===== config.mk =====
export PLATFORM = sky130hd
export DESIGN_NAME = pafm_mux
export DESIGN_NICKNAME = d
export VERILOG_FILES = /design/src/hdl/pafm_pkg.sv /design/src/hdl/pafm_mux.sv /design/src/hdl/pafm_pin_cell.sv
export SDC_FILE = /design/constraint.sdc
export NUM_CORES = 1
export LEC_CHECK = 0
export BUFFER_PORTS_ARGS = -buffer_cell sky130_fd_sc_hd__clkbuf_2
export CAP_MARGIN = 25
export CORE_UTILIZATION = 45
export DETAILED_ROUTE_END_ITERATION = 8
export PLACE_DENSITY = 0.65
export SLEW_MARGIN = 20
export SYNTH_ARGS = -nofsm -noshare
export SYNTH_HDL_FRONTEND = slang
export SYNTH_SLANG_ARGS = --single-unit

===== constraint.sdc =====
create_clock -name ref_clk -period 2 [get_ports ref_clk]
set_input_delay 0.2 -clock ref_clk [delete_from_list [all_inputs] [get_ports ref_clk]]
set_output_delay 0.2 -clock ref_clk [all_outputs]
set_load 0.02 [all_outputs]

===== src/hdl/pafm_pkg.sv =====
package pafm_pkg;

	// ****************************************************************
	// Register offsets (8-bit word address)
	// ****************************************************************
	localparam logic [7:0] PAFM_OFF_PORT = 8'h00;
	localparam logic [7:0] PAFM_OFF_DIR = 8'h01;
	localparam logic [7:0] PAFM_OFF_ANALOG = 8'h02;
	localparam logic [7:0] PAFM_OFF_ODRAIN = 8'h03;
	localparam logic [7:0] PAFM_OFF_REDIR = 8'h04;
	localparam logic [7:0] PAFM_OFF_SER_CTRL = 8'h05;
	localparam logic [7:0] PAFM_OFF_SER_LEV = 8'h06;
	localparam logic [7:0] PAFM_OFF_TMR_OE = 8'h07;
	localparam logic [7:0] PAFM_OFF_TMR_LEV = 8'h08;
	localparam logic [7:0] PAFM_OFF_MISC = 8'h09;
	localparam logic [7:0] PAFM_OFF_CLK_MODE = 8'h0A;
	localparam logic [7:0] PAFM_OFF_BITOP = 8'h0B;
	localparam logic [7:0] PAFM_OFF_STATUS = 8'h0C;
	localparam logic [7:0] PAFM_OFF_AUX = 8'h0D;

	// ****************************************************************
	// Reset values
	// ****************************************************************
	localparam logic [7:0] PAFM_RST_ZERO = 8'h00;
	localparam logic [7:0] PAFM_RST_DIR = 8'hFF;
	localparam logic [7:0] PAFM_RST_ANALOG = 8'hFF;
	localparam logic [3:0] PAFM_RST_SER_LEV = 4'hF;
	localparam logic [1:0] PAFM_RST_AUX = 2'h2;

	// ****************************************************************
	// Field positions
	// ****************************************************************
	localparam int PAFM_REDIR_BUZ = 0;
	localparam int PAFM_REDIR_TMR1 = 1;
	localparam int PAFM_REDIR_IRQ1 = 2;
	localparam int PAFM_MISC_I2C = 0;
	localparam int PAFM_MISC_BUZ = 1;
	localparam int PAFM_CM_EXT = 7;
	localparam int PAFM_CM_OSC = 6;
	localparam int PAFM_BITOP_VAL = 7;
	localparam int PAFM_AUX_LATCH = 0;
	localparam int PAFM_AUX_DIR = 1;
	localparam int PAFM_IRQ1_PIN_A = 0;
	localparam int PAFM_IRQ1_PIN_B = 3;

	// Oscillator pin modes, {ext_clock_select, osc_pin_select}
	localparam logic [1:0] PAFM_OSC_RESONATOR = 2'h1;
	localparam logic [1:0] PAFM_OSC_EXT_CLK = 2'h3;

	// Raw outputs of the on-chip peripherals
	typedef struct packed {
		logic [1:0] ser_data;
		logic [1:0] ser_clk;
		logic [3:0] tmr;
		logic i2c_scl;
		logic i2c_sda;
		logic buz;
	} pafm_periph_t;

	// Read-modify-write sequencer for single-bit port writes
	typedef enum logic [1:0] {
		PAFM_S_IDLE,
		PAFM_S_READ,
		PAFM_S_MODIFY,
		PAFM_S_WRITE
	} pafm_rmw_st_t;

endpackage


===== src/hdl/pafm_mux.sv =====
`timescale 1ns/1ps
// Summary of operation
// Serial channels reset halted, output disabled, data and clock levels high.
// Timer output enables reset cleared, timer levels low.
// I2C enable resets to 0; halted unit presents low outputs.
// Clock/buzzer enable resets to 0; disabled output presents low.
// Single-bit port write: read 8 bits, modify one, write 8 back.
// Port read gives latch for output bits, pin level for input bits.
// Software rewrites the latch before turning an input into output.
// Input pins keep every output buffer off.
// Software keeps unused shared functions at their reset state.
// Software disables unused peripheral units to save power.
// External interrupt 1 from pin 0 or pin 3 by redirect bit.
// Non-serial output needs digital, output direction, latch 0.
// Serial output needs digital, output direction, latch 1.
// Pin out is latch AND serial, ORed with non-serial outputs.
// Software sets analog pins to input direction too.
// Oscillator pins: port at 00/10, resonator 01, external clock 11.
module pafm_mux (
	input wire logic ref_clk, // System clock, 50 MHz
	input wire logic rstn, // Async reset, active low
	input wire logic [7:0] addr, // Register address
	input wire logic [7:0] wdata, // Write data
	input wire logic wr, // Write strobe
	input wire logic rd, // Read strobe
	output logic [7:0] rdata, // Read data, cycle after rd
	input wire pafm_pkg::pafm_periph_t periph, // Peripheral raw outputs
	input wire logic [8:0] pin_in, // Pin levels, bit 8 is aux pin
	output logic [8:0] pin_out, // Pin output levels
	output logic [8:0] pin_oe_n, // Pin output enables, low drives
	output logic ext_irq_1, // External interrupt 1 input
	output logic [1:0] ser_run, // Serial channel run bits
	output logic i2c_unit_enable, // I2C unit enable
	output logic clk_buzzer_out_enable, // Clock/buzzer enable
	output logic osc_port_mode, // Oscillator pins are ports
	output logic osc_resonator_en, // Resonator connected
	output logic osc_ext_clk_en // External clock input
);
	import pafm_pkg::*;

	// ****************************************************************
	// Register state
	// ****************************************************************
	logic [7:0] port_latch_reg, next_port_latch_reg;
	logic [7:0] direction_reg, next_direction_reg;
	logic [7:0] analog_select_reg, next_analog_select_reg;
	logic [7:0] open_drain_select_reg, next_open_drain_select_reg;
	logic [2:0] pin_redirect_reg, next_pin_redirect_reg;
	logic [1:0] next_ser_run;
	logic [1:0] serial_output_enable_reg, next_serial_output_enable_reg;
	logic [1:0] serial_data_out_level, next_serial_data_out_level;
	logic [1:0] serial_clock_out_level, next_serial_clock_out_level;
	logic [3:0] timer_output_enable_reg, next_timer_output_enable_reg;
	logic [3:0] timer_output_level_reg, next_timer_output_level_reg;
	logic next_i2c_unit_enable;
	logic next_clk_buzzer_out_enable;
	logic [1:0] clk_pin_mode_reg, next_clk_pin_mode_reg;
	logic clk_mode_locked, next_clk_mode_locked;
	logic [1:0] aux_reg, next_aux_reg;
	logic [7:0] next_rdata;

	// Read-modify-write sequencer state
	pafm_rmw_st_t rmw_st, next_rmw_st;
	logic [2:0] rmw_idx, next_rmw_idx;
	logic rmw_val, next_rmw_val;
	logic [7:0] rmw_work, next_rmw_work;

	// Derived levels
	logic [7:0] port_view;
	logic [1:0] ser_d_eff, ser_c_eff;
	logic [3:0] tmr_eff;
	logic i2c_scl_eff, i2c_sda_eff, buz_eff;
	logic [8:0] cell_latch, cell_ser, cell_nonser, cell_dir, cell_an, cell_od;
	logic next_ext_irq_1;
	logic next_osc_port_mode, next_osc_resonator_en, next_osc_ext_clk_en;

	// ****************************************************************
	// Peripheral output gating and port view
	// ****************************************************************
	// A halted or disabled unit shows its idle level, never raw output
	always_comb begin
		for (int i = 0; i < 2; i++) begin
			ser_d_eff[i] = (ser_run[i] && serial_output_enable_reg[i]) ?
				periph.ser_data[i] : serial_data_out_level[i];
			ser_c_eff[i] = (ser_run[i] && serial_output_enable_reg[i]) ?
				periph.ser_clk[i] : serial_clock_out_level[i];
		end
		for (int i = 0; i < 4; i++) begin
			tmr_eff[i] = timer_output_enable_reg[i] ?
				periph.tmr[i] : timer_output_level_reg[i];
		end
		i2c_scl_eff = i2c_unit_enable & periph.i2c_scl;
		i2c_sda_eff = i2c_unit_enable & periph.i2c_sda;
		buz_eff = clk_buzzer_out_enable & periph.buz;
		// Output bits read the latch, input bits read the pin
		port_view = (port_latch_reg & ~direction_reg) |
			(pin_in[7:0] & direction_reg);
	end

	// ****************************************************************
	// Pin routing
	// ****************************************************************
	// Serial inputs idle high, non-serial inputs idle low
	always_comb begin
		cell_latch = {aux_reg[PAFM_AUX_LATCH], port_latch_reg};
		cell_dir = {aux_reg[PAFM_AUX_DIR], direction_reg};
		cell_an = {1'b0, analog_select_reg};
		cell_od = {1'b0, open_drain_select_reg};
		cell_ser = {1'b1, ser_c_eff[1], 1'b1, ser_d_eff[1], 2'h3,
			ser_c_eff[0], 1'b1, ser_d_eff[0]};
		cell_nonser = '0;
		cell_nonser[2] = buz_eff & !pin_redirect_reg[PAFM_REDIR_BUZ];
		cell_nonser[3] = tmr_eff[0];
		cell_nonser[4] = tmr_eff[1] & !pin_redirect_reg[PAFM_REDIR_TMR1];
		cell_nonser[5] = tmr_eff[2];
		cell_nonser[6] = i2c_scl_eff;
		cell_nonser[7] = tmr_eff[3] | i2c_sda_eff;
		// Redirected functions share the aux pin; both set is illegal use
		cell_nonser[8] = (buz_eff & pin_redirect_reg[PAFM_REDIR_BUZ]) |
			(tmr_eff[1] & pin_redirect_reg[PAFM_REDIR_TMR1]);
	end

	genvar g;
	generate
		for (g = 0; g < 9; g++) begin : g_pin
			pafm_pin_cell u_cell (
				.ref_clk(ref_clk),
				.rstn(rstn),
				.latch(cell_latch[g]),
				.ser(cell_ser[g]),
				.nonser(cell_nonser[g]),
				.dir_in(cell_dir[g]),
				.analog(cell_an[g]),
				.open_drain(cell_od[g]),
				.pin_out(pin_out[g]),
				.pin_oe_n(pin_oe_n[g])
			);
		end
	endgenerate

	// ****************************************************************
	// Register writes, reads and bit sequencer
	// ****************************************************************
	// A direct port write in the sequencer's write cycle is overwritten
	always_comb begin
		next_port_latch_reg = port_latch_reg;
		next_direction_reg = direction_reg;
		next_analog_select_reg = analog_select_reg;
		next_open_drain_select_reg = open_drain_select_reg;
		next_pin_redirect_reg = pin_redirect_reg;
		next_ser_run = ser_run;
		next_serial_output_enable_reg = serial_output_enable_reg;
		next_serial_data_out_level = serial_data_out_level;
		next_serial_clock_out_level = serial_clock_out_level;
		next_timer_output_enable_reg = timer_output_enable_reg;
		next_timer_output_level_reg = timer_output_level_reg;
		next_i2c_unit_enable = i2c_unit_enable;
		next_clk_buzzer_out_enable = clk_buzzer_out_enable;
		next_clk_pin_mode_reg = clk_pin_mode_reg;
		next_clk_mode_locked = clk_mode_locked;
		next_aux_reg = aux_reg;
		next_rmw_st = rmw_st;
		next_rmw_idx = rmw_idx;
		next_rmw_val = rmw_val;
		next_rmw_work = rmw_work;
		if (wr) begin
			unique case (addr)
				PAFM_OFF_PORT: next_port_latch_reg = wdata;
				PAFM_OFF_DIR: next_direction_reg = wdata;
				PAFM_OFF_ANALOG: next_analog_select_reg = wdata;
				PAFM_OFF_ODRAIN: next_open_drain_select_reg = wdata;
				PAFM_OFF_REDIR: next_pin_redirect_reg = wdata[2:0];
				PAFM_OFF_SER_CTRL: begin
					next_ser_run = wdata[1:0];
					next_serial_output_enable_reg = wdata[3:2];
				end
				PAFM_OFF_SER_LEV: begin
					next_serial_data_out_level = wdata[1:0];
					next_serial_clock_out_level = wdata[3:2];
				end
				PAFM_OFF_TMR_OE: next_timer_output_enable_reg = wdata[3:0];
				PAFM_OFF_TMR_LEV: next_timer_output_level_reg = wdata[3:0];
				PAFM_OFF_MISC: begin
					next_i2c_unit_enable = wdata[PAFM_MISC_I2C];
					next_clk_buzzer_out_enable = wdata[PAFM_MISC_BUZ];
				end
				// Pin mode may only be set once, so a runaway write cannot move it
				PAFM_OFF_CLK_MODE: if (!clk_mode_locked) begin
					next_clk_pin_mode_reg = {wdata[PAFM_CM_EXT], wdata[PAFM_CM_OSC]};
					next_clk_mode_locked = 1'b1;
				end
				PAFM_OFF_BITOP: if (rmw_st == PAFM_S_IDLE) begin
					next_rmw_idx = wdata[2:0];
					next_rmw_val = wdata[PAFM_BITOP_VAL];
					next_rmw_st = PAFM_S_READ;
				end
				PAFM_OFF_AUX: next_aux_reg = wdata[1:0];
				default: ;
			endcase
		end
		// Whole byte is read, so input bits pick up their pin levels
		unique case (rmw_st)
			PAFM_S_IDLE: ;
			PAFM_S_READ: begin
				next_rmw_work = port_view;
				next_rmw_st = PAFM_S_MODIFY;
			end
			PAFM_S_MODIFY: begin
				next_rmw_work[rmw_idx] = rmw_val;
				next_rmw_st = PAFM_S_WRITE;
			end
			PAFM_S_WRITE: begin
				next_port_latch_reg = rmw_work;
				next_rmw_st = PAFM_S_IDLE;
			end
		endcase
		next_rdata = '0;
		if (rd) begin
			unique case (addr)
				PAFM_OFF_PORT: next_rdata = port_view;
				PAFM_OFF_DIR: next_rdata = direction_reg;
				PAFM_OFF_ANALOG: next_rdata = analog_select_reg;
				PAFM_OFF_ODRAIN: next_rdata = open_drain_select_reg;
				PAFM_OFF_REDIR: next_rdata = {5'h00, pin_redirect_reg};
				PAFM_OFF_SER_CTRL: next_rdata = {4'h0, serial_output_enable_reg, ser_run};
				PAFM_OFF_SER_LEV:
					next_rdata = {4'h0, serial_clock_out_level, serial_data_out_level};
				PAFM_OFF_TMR_OE: next_rdata = {4'h0, timer_output_enable_reg};
				PAFM_OFF_TMR_LEV: next_rdata = {4'h0, timer_output_level_reg};
				PAFM_OFF_MISC: next_rdata = {6'h00, clk_buzzer_out_enable, i2c_unit_enable};
				PAFM_OFF_CLK_MODE: next_rdata = {clk_pin_mode_reg, 6'h00};
				PAFM_OFF_STATUS: next_rdata = {6'h00, clk_mode_locked, rmw_st != PAFM_S_IDLE};
				PAFM_OFF_AUX: next_rdata = {6'h00, aux_reg[PAFM_AUX_DIR],
					aux_reg[PAFM_AUX_DIR] ? pin_in[8] : aux_reg[PAFM_AUX_LATCH]};
				default: next_rdata = '0;
			endcase
		end
		next_ext_irq_1 = pin_redirect_reg[PAFM_REDIR_IRQ1] ?
			pin_in[PAFM_IRQ1_PIN_B] : pin_in[PAFM_IRQ1_PIN_A];
		next_osc_resonator_en = clk_pin_mode_reg == PAFM_OSC_RESONATOR;
		next_osc_ext_clk_en = clk_pin_mode_reg == PAFM_OSC_EXT_CLK;
		next_osc_port_mode = !clk_pin_mode_reg[0];
	end

	// Every state element resets to its idle, non-disturbing value
	always_ff @(posedge ref_clk or negedge rstn) begin
		if (!rstn) begin
			port_latch_reg <= PAFM_RST_ZERO;
			direction_reg <= PAFM_RST_DIR;
			analog_select_reg <= PAFM_RST_ANALOG;
			open_drain_select_reg <= PAFM_RST_ZERO;
			pin_redirect_reg <= '0;
			ser_run <= '0;
			serial_output_enable_reg <= '0;
			serial_data_out_level <= PAFM_RST_SER_LEV[1:0];
			serial_clock_out_level <= PAFM_RST_SER_LEV[3:2];
			timer_output_enable_reg <= '0;
			timer_output_level_reg <= '0;
			i2c_unit_enable <= 1'b0;
			clk_buzzer_out_enable <= 1'b0;
			clk_pin_mode_reg <= '0;
			clk_mode_locked <= 1'b0;
			aux_reg <= PAFM_RST_AUX;
			rmw_st <= PAFM_S_IDLE;
			rmw_idx <= '0;
			rmw_val <= 1'b0;
			rmw_work <= PAFM_RST_ZERO;
			rdata <= PAFM_RST_ZERO;
			ext_irq_1 <= 1'b0;
			osc_port_mode <= 1'b1;
			osc_resonator_en <= 1'b0;
			osc_ext_clk_en <= 1'b0;
		end else begin
			port_latch_reg <= next_port_latch_reg;
			direction_reg <= next_direction_reg;
			analog_select_reg <= next_analog_select_reg;
			open_drain_select_reg <= next_open_drain_select_reg;
			pin_redirect_reg <= next_pin_redirect_reg;
			ser_run <= next_ser_run;
			serial_output_enable_reg <= next_serial_output_enable_reg;
			serial_data_out_level <= next_serial_data_out_level;
			serial_clock_out_level <= next_serial_clock_out_level;
			timer_output_enable_reg <= next_timer_output_enable_reg;
			timer_output_level_reg <= next_timer_output_level_reg;
			i2c_unit_enable <= next_i2c_unit_enable;
			clk_buzzer_out_enable <= next_clk_buzzer_out_enable;
			clk_pin_mode_reg <= next_clk_pin_mode_reg;
			clk_mode_locked <= next_clk_mode_locked;
			aux_reg <= next_aux_reg;
			rmw_st <= next_rmw_st;
			rmw_idx <= next_rmw_idx;
			rmw_val <= next_rmw_val;
			rmw_work <= next_rmw_work;
			rdata <= next_rdata;
			ext_irq_1 <= next_ext_irq_1;
			osc_port_mode <= next_osc_port_mode;
			osc_resonator_en <= next_osc_resonator_en;
			osc_ext_clk_en <= next_osc_ext_clk_en;
		end
	end
endmodule


===== src/hdl/pafm_pin_cell.sv =====
`timescale 1ns/1ps
module pafm_pin_cell (
	input wire logic ref_clk, // System clock
	input wire logic rstn, // Async reset, active low
	input wire logic latch, // Port output latch bit
	input wire logic ser, // Serial-unit output, idle high
	input wire logic nonser, // OR of non-serial outputs, idle low
	input wire logic dir_in, // Direction, 1 = input
	input wire logic analog, // Analog select
	input wire logic open_drain, // Open-drain select
	output logic pin_out, // Pin output level
	output logic pin_oe_n // Pin output enable, low drives
);
	logic next_pin_out;
	logic next_pin_oe_n;
	logic level;
	logic drive;

	// ****************************************************************
	// Output combining gate
	// ****************************************************************
	// Open drain only pulls low, so a high level leaves the buffer off
	always_comb begin
		level = (latch & ser) | nonser;
		drive = !dir_in && !analog;
		next_pin_oe_n = !(drive && (!open_drain || !level));
		next_pin_out = open_drain ? 1'b0 : level;
	end

	// Registered so the pin never glitches on register writes
	always_ff @(posedge ref_clk or negedge rstn) begin
		if (!rstn) begin
			pin_out <= 1'b0;
			pin_oe_n <= 1'b1;
		end else begin
			pin_out <= next_pin_out;
			pin_oe_n <= next_pin_oe_n;
		end
	end
endmodule


==> results_dict.tcl <==
set metrics [dict create \
    status "finished, final reports clean" \
    r2r_cells 6 \
    ant_nets 0 \
    grt_max_degree 103 \
    grt_pass1_wl_um 19640 \
    syn2layout_area_growth_pct 13.57 \
    fp.coreArea_um2 10890 \
    antenna_cells 0 \
    rsz0062_at_grt "no" \
    dp_slack_ns -0.03567 \
    start_kind "flip-flop" \
    ys_seq_area_share_pct 51.45 \
    ir_worst_vdd_uv 588.8 \
    syn_area_um2 5036 \
    die_h_um 107.8 \
    seq_area_um2 2591 \
    finClkSkew_ns 0.009353 \
    dieWidth_um 107.8 \
    hold_viol_final 0 \
    leakage_nw 2.698 \
    drive_gt1_share_pct 41.82 \
    wl_per_cell_um 19.55 \
    cap_violations 0 \
    setup_viol 0 \
    synth_top_area_share_pct 35.28 \
    vias 3610 \
    antenna_found_initial 0 \
    hold_depth 3 \
    cts_buffers 9 \
    crit_path_cell_trace "inv_1 > ha_1 > inv_1 > nor4_4 > buf_4 > mux2_2" \
    nets 535 \
    clock-sinks 102 \
    synth_flop_cell "dfrtp_1" \
    hpwl_um 9193 \
    slew_violations 0 \
    overflow 0 \
    h-tree-depth 3 \
    period_share_pct 90.77 \
    multi_input_area_um2 2200 \
    die_area_um2 11620 \
    finalWorstSetupSlack_ns 0.1846 \
    cp.arrival_ns 2.07 \
    critical_path.most_common_cell "inv_1" \
    synthTopCellsByArea "dfrtp_1, dfstp_2, mux2_2, mux2i_1, buf_4" \
    placementRows 38 \
    reg_top3 "g_pin.u_cell.pin_oe_n: 9 flops, g_pin.u_cell.pin_out: 9 flops" \
    final_cell_mix "clkbuf_2, dfrtp_1, mux2_2, dfstp_2, nand2_1" \
    async_flop_share_pct 100.0 \
    clockBufferDepth 2 \
    finalWirelength_um 12420 \
    setup_tns_ns 0 \
    synth_edf_count 0 \
    slew-limit-headroom_pct 61.75 \
    yosysWarnings 0 \
    synth_nets 464 \
    critPathMaxStageDelay_ns 0.42 \
    worstHoldPathType "in -> reg" \
    dr.pass1.iters 4 \
    viasPerCell 5.685 \
    cp_slowest_cell "dfrtp_1" \
    drc 0 \
    finalWorstPathRequiredPeriod_ns 1.815 \
    track_usage_pct 22.97 \
    fillCellCount 982 \
    critPathRequiredTime_ns 2.26 \
    synth.avg_cell_area_um2 11.99 \
    critical_path_class "reg -> reg" \
    synth.distinct_cells 58 \
    power_density_nw_per_um2 894.4 \
    place.gp.congestion 0.9689 \
    final_common_cell "clkbuf_2" \
    end_kind "flip-flop" \
    max_freq_mhz 550.8 \
    clock_latency_ns 0.36 \
    synth_cells 420 \
    start_util_pct 46.25 \
    synth_area_leader_cell "dfrtp_1" \
    cts_tree "done" \
    ios 74 \
    tightest_slew_ns 0.5738 \
    portBuffers 73 \
    path_clk_slew_ns 0.09 \
    ys_ff_latch 102 \
    clk_root_buffer_cell "clkbuf_8" \
    grt_pass1_vias 3598 \
    drt_iter0_drc 155 \
    critPathMaxFanout 6 \
]
-- kinds of logic after synthesis --
group | after synthesis | synth area share [%]
AND/OR/NAND/NOR | 100 | 11.11
AO/OA/AOI/OAI | 83 | 11.95
flip-flops | 102 | 51.45
multiplexers | 87 | 19.63
buffers and inverters | 44 | 4.870
adder cells (fa/ha/maj) | 4 | 0.9938
-- cell type report --
cell class | instances | share of cell area, %
Clock inverter | 3 | 0.3282
Tap cell | 140 | 3.063
Timing Repair Buffer | 97 | 9.845
Clock buffer | 12 | 2.538
Inverter | 7 | 0.4594
Sequential cell | 102 | 45.31
Multi-Input combinational cell | 274 | 38.46
-- per-stage QoR --
step / std cells / hold WS (ns) / instance area (µm²) / power, mW / utilization [%]
2_1_floorplan: 420 / -0.09559 / 5036 / 3.563 / -
6_report: 635 / 0.09252 / 5719 / 5.115 / 52.53
3_5_place_dp: 619 / 0.3000 / 5545 / 3.985 / 50.93
4_1_cts: 635 / 0.07193 / 5719 / 5.164 / 52.53
3_3_place_gp: 619 / 0.3005 / 5545 / 3.931 / 50.93
5_1_grt: 635 / 0.1067 / 5719 / 5.405 / 52.53
-- path summary, 6_finish.rpt --
| kind | start | endpoint | slack (ns) |
|---|---|---|---|
| max in group asynchronous | rstn | g_pin[5].u_cell.pin_oe_n | 1.13 |
| worst min register to register | aux_reg[1] | g_pin[8].u_cell.pin_oe_n | 0.39 |
| worst max register to register | rmw_st[0] | rmw_val | 0.18 |
| worst min-delay path | periph[1] | g_pin[7].u_cell.pin_out | 0.09 |
| worst max-delay path | rmw_st[0] | rmw_val | 0.18 |
| min in group asynchronous | rstn | ser_run[1] | 0.39 |
-- power by group --
part           total (mW)  leakage [nW]  internal, mW  switching [mW]
Clock                1.17        0.0866         0.483           0.689
Combinational        1.35          1.34         0.583           0.772
Sequential           2.59          1.27          2.37           0.215
Total                5.12          2.70          3.44            1.68
-- critical path, delay by kind of cell (launching register included) --
kind          cells  cell delay [ns]
flops             1             0.42
buf+inv           3             0.39
simple gates      1             0.33
fa+ha+maj         1             0.23
mux               1             0.34
-- what timing repair did --
| action | 4_1_cts | 5_1_grt |
|---|---|---|
| hold buffers | 1 | 0 |
| endpoints found under the setup margin | 0 | 0 |
| gates resized for setup | 0 | 0 |
| buffers inserted | 0 | 0 |
| hold endpoints to repair | 71 | 0 |
-- layer usage --
layer	wire, µm	global-route usage, %
met1	5615	32.10
met5	0	0
met2	5892	35.62
met3	711	3.814
met4	197	8.904
-- Yosys cell counts (2+ instances only) --
master / n
clkbuf_1: 9
o31ai_1: 2
a22o_1: 2
nor3_1: 4
a311o_1: 2
nand3_1: 8
buf_1: 5
o311ai_0: 3
o21bai_1: 4
dfrtp_1: 71
dfstp_2: 31
or3_1: 2
a22oi_1: 2
a32oi_1: 3
o21ai_1: 2
ha_1: 4
a21boi_0: 2
a211oi_1: 4
buf_2: 4
a211o_1: 8
nor2_1: 13
nand2b_1: 11
nor4_1: 3
nand3b_1: 4
mux2i_1: 26
mux2_2: 52
o21ai_0: 16
inv_1: 7
a21oi_1: 5
o211ai_1: 11
nand2_1: 29
o221ai_1: 4
nand4_1: 2
mux2_4: 8
nor2b_1: 12
a311oi_1: 2
and2_1: 2
a31oi_1: 4
buf_4: 18
(Power assumes the default switching activity.)
